==> src/hdl/scrs_pkg.sv <==
// Purpose: shared constants and types for the single contact rom select
// Assumes: 10 MHz system clock
// Notes: command codes, timing windows, state layout
package scrs_pkg;
  localparam int ClkMhz = 10;
  localparam logic [7:0] CmdMatch = 8'h55;
  localparam logic [7:0] CmdSearch = 8'hf0;
  localparam logic [7:0] CmdSkip = 8'hcc;
  localparam logic [7:0] CmdResume = 8'ha5;
  localparam logic [7:0] CmdOdSkip = 8'h3c;
  localparam logic [7:0] CmdOdMatch = 8'h69;
  localparam int CmdBits = 8;
  localparam int IdBits = 64;
  // long reset, in microseconds
  localparam int LongResetUs = 480;
  localparam int LongResetCyc = LongResetUs * ClkMhz;
  // rising edge holdoff window, in nanoseconds
  localparam int HoldoffNs = 500;
  localparam int HoldoffCyc =
    (HoldoffNs * ClkMhz + 999) / 1000 < 1 ? 1 :
    (HoldoffNs * ClkMhz + 999) / 1000;
  localparam logic resumeFlagRst = 1'b0;
  localparam logic overdriveFlagRst = 1'b0;

  typedef enum logic [6:0] {
    ScIdle = 7'h01,
    ScCmd = 7'h02,
    ScMatch = 7'h04,
    ScSearch = 7'h08,
    ScFunc = 7'h10,
    ScWait = 7'h20,
    ScRead = 7'h40
  } scrs_state_t;

  // one time slot or reset as seen by the timing generator
  typedef struct packed {
    logic slotValid;
    logic slotBit;
    logic resetSeen;
    logic resetLong;
  } scrs_slot_t;

  typedef struct packed {
    logic funcActive;
    logic overdrive;
    logic resumeFlag;
    logic sendBit;
    logic sendValid;
  } scrs_status_t;
endpackage

==> src/hdl/scrs_rom_select.sv <==
// Purpose: rom level selection, resume and overdrive control
// Assumes: timing generator decodes slots; line sampled via lineRaw and lineDeep
// Notes: line front end filters glitches before slot timing uses it
`timescale 1ns/1ps
module scrs_rom_select #(
  parameter logic [63:0] RomId = 64'h0123_4567_89ab_cd01, // arbitrary
  parameter int LongResetCycles = scrs_pkg::LongResetCyc
) (
  input wire logic clk_sys,
  input wire logic rst_n,
  input wire logic lineRaw,
  input wire logic lineDeep,
  input wire scrs_pkg::scrs_slot_t slotIn,
  output scrs_pkg::scrs_status_t status,
  output logic lineSeen
);
  import scrs_pkg::*;

  typedef struct packed {
    scrs_state_t st;
    logic [7:0] cmd;
    logic [6:0] cnt;
    logic [1:0] phase;
    logic isOdMatch;
    logic [2:0] syncRaw;
    logic [2:0] syncDeep;
    logic lineLow;
    logic [15:0] hold;
    scrs_status_t out;
  } scrs_reg_t;

  scrs_reg_t q, d;
  logic [1:0] rstSync;
  logic rstInt;
  logic idBit;

  always_ff @(posedge clk_sys or negedge rst_n) begin
    if (!rst_n) begin
      rstSync <= 2'h0;
    end else begin
      rstSync <= {rstSync[0], 1'b1};
    end
  end
  assign rstInt = rstSync[1];
  assign idBit = RomId[q.cnt[5:0]];

  always_comb begin
    d = q;
    d.syncRaw = {q.syncRaw[1:0], lineRaw};
    d.syncDeep = {q.syncDeep[1:0], lineDeep};
    d.out.sendValid = 1'b0;
    // low only once below the hysteresis band; rise at threshold
    if (q.lineLow) begin
      if (q.syncRaw[2] && q.syncRaw[1]) begin
        d.lineLow = 1'b0;
        d.hold = 16'(HoldoffCyc);
      end
    end else if (q.hold != 16'h0) begin
      // any dip inside the window is ignored
      d.hold = q.hold - 16'h1;
    end else if (!q.syncDeep[2] && !q.syncDeep[1]) begin
      d.lineLow = 1'b1; // late or lasting low opens a slot
    end
    if (slotIn.resetSeen) begin
      d.st = ScCmd;
      d.cnt = 7'h0;
      d.out.funcActive = 1'b0;
      if (slotIn.resetLong) begin
        d.out.overdrive = 1'b0;
      end
    end else if (slotIn.slotValid) begin
      case (q.st)
        ScCmd: begin
          d.cmd = {slotIn.slotBit, q.cmd[7:1]};
          d.cnt = q.cnt + 7'h1;
          if (q.cnt == 7'(CmdBits - 1)) begin
            d.cnt = 7'h0;
            d.phase = 2'h0;
            case (d.cmd)
              CmdSkip: begin
                d.st = ScFunc;
              end
              CmdOdSkip: begin
                d.st = ScFunc;
                d.out.overdrive = 1'b1;
              end
              CmdResume: begin
                // flag clear: silent until reset
                d.st = q.out.resumeFlag ? ScFunc : ScWait;
              end
              CmdMatch: begin
                d.st = ScMatch;
                d.isOdMatch = 1'b0;
              end
              CmdOdMatch: begin
                d.st = ScMatch;
                d.isOdMatch = 1'b1;
              end
              CmdSearch: begin
                d.st = ScSearch;
                d.out.sendBit = idBit;
                d.out.sendValid = 1'b1;
              end
              default: begin
                d.st = ScWait;
              end
            endcase
          end
        end
        ScMatch: begin
          d.cnt = q.cnt + 7'h1;
          if (slotIn.slotBit != idBit) begin
            // prior overdrive untouched
            d.out.resumeFlag = 1'b0;
            d.st = ScWait;
          end else if (q.cnt == 7'(IdBits - 1)) begin
            d.st = ScFunc;
            d.out.resumeFlag = 1'b1;
            if (q.isOdMatch) begin
              d.out.overdrive = 1'b1;
            end
          end
        end
        ScSearch: begin
          d.phase = q.phase + 2'h1;
          if (q.phase == 2'h0) begin
            d.out.sendBit = ~idBit;
            d.out.sendValid = 1'b1;
          end else if (q.phase == 2'h2) begin
            d.phase = 2'h0;
            d.cnt = q.cnt + 7'h1;
            if (slotIn.slotBit != idBit) begin
              d.out.resumeFlag = 1'b0;
              d.st = ScWait;
            end else if (q.cnt == 7'(IdBits - 1)) begin
              d.st = ScFunc;
              d.out.resumeFlag = 1'b1;
            end else begin
              d.out.sendBit = RomId[6'(q.cnt + 7'h1)];
              d.out.sendValid = 1'b1;
            end
          end
        end
        ScFunc, ScWait, ScIdle, ScRead: begin
          d.st = q.st;
        end
        default: begin
          d.st = ScWait;
        end
      endcase
    end
    d.out.funcActive = (d.st == ScFunc);
  end

  always_ff @(posedge clk_sys or negedge rstInt) begin
    if (!rstInt) begin
      q <= '{st: ScIdle, cmd: 8'h0, cnt: 7'h0, phase: 2'h0,
             isOdMatch: 1'b0, syncRaw: 3'h7, syncDeep: 3'h7,
             lineLow: 1'b0, hold: 16'h0,
             out: '{funcActive: 1'b0, overdrive: overdriveFlagRst,
                    resumeFlag: resumeFlagRst, sendBit: 1'b0,
                    sendValid: 1'b0}};
    end else begin
      q <= d;
    end
  end

  assign status = q.out;
  assign lineSeen = q.lineLow;
endmodule

==> config.mk <==
export PLATFORM = sky130hd
export DESIGN_NAME = scrs_rom_select
export DESIGN_NICKNAME = d
export VERILOG_FILES = /design/src/hdl/scrs_pkg.sv /design/src/hdl/scrs_rom_select.sv
export SDC_FILE = /design/constraint.sdc
export NUM_CORES = 1
export LEC_CHECK = 0
export BUFFER_PORTS_ARGS = -buffer_cell sky130_fd_sc_hd__buf_2
export CAP_MARGIN = 20
export CORE_ASPECT_RATIO = 0.75
export CORE_UTILIZATION = 39
export CTS_BUF_LIST = sky130_fd_sc_hd__clkbuf_4 sky130_fd_sc_hd__clkbuf_8
export DETAILED_ROUTE_END_ITERATION = 12
export PLACE_DENSITY = 0.59
export SYNTH_ARGS = -nofsm -noshare
export SYNTH_HDL_FRONTEND = slang
export SYNTH_SLANG_ARGS = --single-unit
==> constraint.sdc <==
create_clock -name clk_sys -period 1.9 [get_ports clk_sys]
set_input_delay 0.285 -clock clk_sys [delete_from_list [all_inputs] [get_ports clk_sys]]
set_output_delay 0.285 -clock clk_sys [all_outputs]
set_load 0.005 [all_outputs]
==> impl_metrics.json, run 1 <==
{
  "drv_cap": 0,
  "die_h_um": 83.45,
  "status": "complete, but fails checks",
  "cts_made_buffers": 5,
  "peakVddDrop_mv": 0.6318,
  "slew_violations": 0,
  "crit_path_end_kind": "flop",
  "hold-worst-slack_ns": 0.07410,
  "clk_latency_ns": 0.31,
  "viasPerCell": 5.491,
  "cts_buffer_depth": 2,
  "dpl.hpwl_mm": 6.830,
  "grt.overflow.total": 0,
  "wl_per_cell_um": 15.88,
  "clock-sinks": 54,
  "cts_tree": "yes",
  "synth_top_area_share": 0.3410,
  "post-route-min-period_ns": 2.611,
  "initial_utilization": 0.4045,
  "io_buffers": 13,
  "ioPinCount": 14,
  "worstPathMaxFanout": 7,
  "core_area_um2": 8527,
  "yosysSeqAreaShare": 0.3943,
  "dieWidth_um": 110.6,
  "remaining_drc_errors": 0,
  "crit_buf_inv": 2,
  "fin_ws_ns": -0.7111,
  "std_cell_rows": 29,
  "htreeDepth": 2,
  "clk_pin_slew_worst_paths_ns": 0.11,
  "finClkSkew_ns": 0.01529,
  "ys_types": 71,
  "antenna_found_initial": 0,
  "syn_avg_cell_area_um2": 9.503,
  "max_freq_ghz": 0.3830,
  "worstPathCellList": "inv_4 > ha_4 > inv_2 > mux4_2 > mux4_2 > xnor2_4 > o21ai_1 > a22o_1 > nor4b_4",
  "path_class": "reg2reg",
  "crit_top_cell": "mux4_2",
  "root_buffer": "clkbuf_8",
  "drive_above_1_share": 0.4615,
  "min_path_type": "in2reg",
  "syn_area_um2": 3450,
  "dr.pass1.iters": 5,
  "grt_max_degree": 40,
  "max-slew-margin-rel": 0.5021,
  "rsz0062_at_grt": "true",
  "netlist_instances": 363,
  "first_global_vias": 3061,
  "p_per_area_nw_per_um2": 824.0,
  "crit_family": "multiplexers",
  "required_ns": 2.10,
  "startpoint_type": "flop",
  "antenna_cells": 0,
  "via_count": 3234,
  "fin_crit_sh": 1.374,
  "dieArea_um2": 9229,
  "hold_viol": 0,
  "syn_nets": 380,
  "synth_flop_cell": "dfrtp_1",
  "place_congestion": 0.8987,
  "worstMarginPinSlew_ns": 0.7447,
  "nets": 497,
  "cpPeakStageDelay_ns": 0.54,
  "ys_ff_latch": 54,
  "post-synth-top-area-cell": "dfrtp_1",
  "arrival_ns": 2.81,
  "tns_ns": -14.63,
  "ys_warn_count": 0,
  "setup_violations": 36,
  "drt_wl_total_mm": 9.351,
  "synthTopCellsByArea": "dfrtp_1, dfstp_2, o21ai_0",
  "synth-edff-count": 0,
  "violations": "negative setup slack",
  "pre_cts_ws_ns": -0.8046,
  "drtAntennaViolNets": 0,
  "area_delta_synth_final_pct": 42.22,
  "grt_pass1_wl_mm": 15.19,
  "fillers": 722,
  "grt_util_all_layers": 0.2039,
  "cp_slowest_cell": "mux4_2",
  "dr.first_iter.drc_count": 249,
  "p_leak_nw": 2.253,
  "async_reset_ff_frac": 1.000
}
==> stage by stage <==
| stage | instance area, um2 | cells | utilization | power [mW] |
|---|---|---|---|---|
| after CTS | 4706 | 585 | 0.5519 | 3.802 |
| final | 4906 | 589 | 0.5753 | 4.042 |
| after detailed placement | 4429 | 568 | 0.5194 | 2.968 |
| after global routing | 4906 | 589 | 0.5753 | 4.298 |
| after floorplan | 3536 | 363 | - | 2.364 |
| after global placement | 4429 | 568 | 0.5194 | 2.915 |
==> cell type report <==
cell class                      count  area, um2  area share
Clock buffer                        6      76.32     0.01556
Clock inverter                      2      15.01    0.003060
Tap cell                          108      135.1     0.02754
Inverter                           12      47.55    0.009691
Multi-Input combinational cell    271       2188      0.4461
Timing Repair Buffer              136       1080      0.2201
Sequential cell                    54       1364      0.2780
==> layout by cell type (no fill, tap or decap), types with 7 or more instances in the layout <==
| master | synthesis | final |
|---|---|---|
| nor2b_1 | 9 | 9 |
| nor3_1 | 12 | 9 |
| nor2_1 | 26 | 24 |
| mux2_2 | 10 | 8 |
| nand2b_1 | 10 | 7 |
| dfrtp_1 | 47 | 44 |
| dfstp_2 | 7 | 7 |
| buf_6 | 2 | 9 |
| a21oi_1 | 18 | 16 |
| buf_4 | 6 | 109 |
| o21ai_0 | 27 | 19 |
| nand2_1 | 26 | 20 |
| o21ai_1 | 1 | 8 |
| inv_1 | 11 | 9 |
| buf_2 | 3 | 13 |
| nand3_1 | 17 | 11 |
==> flip-flops by register name, summed over array words and instances (netlist names) <==
name and count:
lineSeen 1, rstSync 2, d 4, q 42
status 5
==> what timing repair did <==
item | in CTS | in global routing
setup buffers | 11 | 5
cloned | 0 | 1
hold buffers | 1 | 0
setup endpoints to repair | 42 | 44
gates resized for setup | 31 | 33
hold endpoints to repair | 2 | 0
pin swaps | 10 | 21
==> path summary, 6_finish.rpt <==
kind / from / to / slack (ns) / cells past startpoint
max in group asynchronous: rstSync[1]$_DFF_PN0_ / q[24]$_DFF_PN1_ / 1.18 / 1
min in group asynchronous: rstSync[1]$_DFF_PN0_ / q[41]$_DFFE_PN0P_ / 0.16 / 0
min reg2reg: rstSync[1]$_DFF_PN0_ / q[41]$_DFFE_PN0P_ / 0.16 / 0
max reg2reg: q[31]$_DFFE_PN0P_ / status[4]$_DFF_PN0_ / -0.71 / 9
max: q[31]$_DFFE_PN0P_ / status[4]$_DFF_PN0_ / -0.71 / 9
min: lineDeep / d[23]$_DFF_PN1_ / 0.07 / 1
==> cell families after synthesis <==
group	after synthesis	share of synthesized area
simple gates	140	0.2401
compound gates	94	0.1821
flops	54	0.3943
buf+inv	38	0.05331
mux	16	0.06311
xor+xnor	11	0.03337
fa+ha+maj	9	0.03264
other cells	1	0.001087
==> power by group <==
part / switching [mW] / internal (mW) / leakage, nW
logic: 0.801 / 0.959 / 1.54
clock network: 0.392 / 0.275 / 0.0408
registers: 0.219 / 1.40 / 0.675
total: 1.41 / 2.63 / 2.25
==> routing by layer <==
metal / vias up / global-route usage / routed length, um
li1: 1571 / - / -
met2: 100 / 0.2829 / 4031
met1: 1558 / 0.3254 / 4751
met4: 0 / 0.04727 / 51
met5: - / 0 / 0
met3: 5 / 0.03486 / 517
==> synthesized netlist by cell type, types with 3 or more instances <==
cell      instances
inv_1            11
mux2_2           10
nand2b_1         10
a31oi_1           4
a221oi_1          3
ha_1              9
buf_4             6
nor4bb_1          4
and3_1            5
o211ai_1          4
a21oi_1          18
a22o_1            6
xor2_1            3
nor2_1           26
dfstp_2           7
xnor2_1           7
nand2_1          26
o41ai_1           3
o31ai_1           4
dfrtp_1          47
nand3_1          17
nor4_1            8
clkbuf_1         15
nor3_1           12
a21o_1            3
or4_4             4
mux2i_1           3
nor2b_1           9
buf_2             3
o21ai_0          27
No activity file was read; power rests on OpenSTA's default activity.
==> run 2: changes to the inputs <==
--- a/config.mk
+++ b/config.mk
@@ -12,6 +12,7 @@
 export CTS_BUF_LIST = sky130_fd_sc_hd__clkbuf_4 sky130_fd_sc_hd__clkbuf_8
 export DETAILED_ROUTE_END_ITERATION = 12
 export PLACE_DENSITY = 0.59
+export REMOVE_ABC_BUFFERS = 1
 export SYNTH_ARGS = -nofsm -noshare
 export SYNTH_HDL_FRONTEND = slang
 export SYNTH_SLANG_ARGS = --single-unit
==> impl_metrics.json, run 2 (synthesis results as in run 1) <==
{
  "first_global_vias": 3260,
  "antenna_cells": 0,
  "antenna_found_initial": 0,
  "drv_cap": 0,
  "p_per_area_nw_per_um2": 827.9,
  "holdPathStages": 1,
  "htreeDepth": 2,
  "core_area_um2": 8527,
  "ioPinCount": 14,
  "peakVddDrop_mv": 0.4895,
  "largest_reg_flops": 42,
  "die_h_um": 83.45,
  "worstMarginPinSlew_ns": 0.7233,
  "arrival_ns": 2.89,
  "p_total_mw": 4.100,
  "root_buffer": "clkbuf_8",
  "drt_wl_total_mm": 9.706,
  "cts_buffer_depth": 2,
  "placed_area_um2": 4305,
  "worstPathMaxFanout": 6,
  "dr.pass1.iters": 5,
  "nets": 496,
  "grt_max_degree": 49,
  "reg2regPathDepth": 10,
  "dp_cells": 562,
  "viasPerCell": 5.694,
  "min_path_type": "in2reg",
  "violations": "negative setup slack",
  "hold_viol": 0,
  "via_count": 3348,
  "wl_per_cell_um": 16.51,
  "dr.first_iter.drc_count": 284,
  "remaining_drc_errors": 0,
  "max_freq_ghz": 0.3744,
  "required_ns": 2.12,
  "fin_ws_ns": -0.7707,
  "io_buffers": 13,
  "clk_latency_ns": 0.32,
  "crit_path_end_kind": "flop",
  "fin_crit_sh": 1.406,
  "final_cell_mix": "buf_4, dfrtp_1, nor2_1",
  "initial_utilization": 0.4045,
  "rsz0062_at_grt": "true",
  "instances_no_fill": 588,
  "layout_commonest_cell": "buf_4",
  "place_congestion": 0.9402,
  "max-slew-margin-rel": 0.5165,
  "grt_util_all_layers": 0.2175,
  "final_area_um2": 4952,
  "pre_cts_ws_ns": -0.9069,
  "dieArea_um2": 9229,
  "area_delta_synth_final_pct": 43.56,
  "status": "complete, but fails checks",
  "p_leak_nw": 2.247,
  "startpoint_type": "flop",
  "cts_made_buffers": 5,
  "setup_violations": 36,
  "std_cell_rows": 29,
  "grt.overflow.total": 0,
  "largest-register": "q",
  "cts_tree": "yes",
  "dpl.hpwl_mm": 6.928,
  "drive_above_1_share": 0.4833,
  "path_class": "reg2reg",
  "clock-sinks": 54,
  "drtAntennaViolNets": 0,
  "finClkSkew_ns": 0.01186,
  "dieWidth_um": 110.6,
  "clk_pin_slew_worst_paths_ns": 0.10,
  "post-route-min-period_ns": 2.671,
  "slew_violations": 0,
  "grt_pass1_wl_mm": 16.24
}
run 2: critical path: stages (launching register included):
cell     delay (ns)
dfrtp_2        0.45
inv_2          0.10
buf_6          0.13
ha_4           0.13
inv_2          0.03
mux4_2         0.44
mux4_2         0.55
xnor2_4        0.28
o31ai_1        0.11
a21o_1         0.20
a21bo_1        0.17
run 2: final cells by class:
type,instances,area [um2]
Fill cell,705,3575
Multi-Input combinational cell,271,2261
Clock inverter,2,16.27
Clock buffer,6,82.58
Tap cell,108,135.1
Timing Repair Buffer,135,1049
Inverter,12,45.04
Sequential cell,54,1364
run 2: layer usage:
layer / vias up / part of all wire / track usage / wire length (um)
li1: 1570 / - / - / -
met1: 1657 / 0.49 / 0.3263 / 4759
met2: 107 / 0.44 / 0.3264 / 4266
met3: 14 / 0.057 / 0.03413 / 552
met4: 0 / 0.013 / 0.05576 / 127
met5: - / 0 / 0 / 0
run 2: where the power goes:
part | switching, mW | total, mW | leakage [nW] | internal [mW]
registers | 0.245 | 1.64 | 0.675 | 1.40
logic | 0.799 | 1.75 | 1.53 | 0.950
clock network | 0.409 | 0.710 | 0.0478 | 0.301
run 2: repair_timing:
item | CTS | global route
hold endpoints to repair | 2 | 0
endpoints found under the setup margin | 42 | 43
gates resized for setup | 51 | 50
pin swaps | 27 | 21
buffers inserted | 11 | 12
hold buffers | 1 | 0
run 2: stage by stage:
stage          TNS (ns)    util  hold slack, ns
5_1_grt          -17.96  0.5808         0.04328
3_5_place_dp     -15.80  0.5049         0.07339
3_3_place_gp     -14.09  0.5049         0.07022
4_1_cts          -13.25  0.5478         0.05007
2_1_floorplan    -12.15       -        -0.01059
6_report         -15.34  0.5808         0.05914
run 2: worst paths after layout:
| kind | start | slack [ns] | endpoint |
|---|---|---|---|
| worst max-delay path | q[31]$_DFFE_PN0P_ | -0.77 | q[48]$_DFF_PN0_ |
| worst min-delay path | lineDeep | 0.06 | d[23]$_DFF_PN1_ |
| worst max register to register | q[31]$_DFFE_PN0P_ | -0.77 | q[48]$_DFF_PN0_ |
| worst min register to register | rstSync[1]$_DFF_PN0_ | 0.09 | q[32]$_DFFE_PN0P_ |
| max in group asynchronous | rstSync[1]$_DFF_PN0_ | 1.29 | q[46]$_DFF_PN1_ |
| min in group asynchronous | rstSync[1]$_DFF_PN0_ | 0.09 | q[32]$_DFFE_PN0P_ |
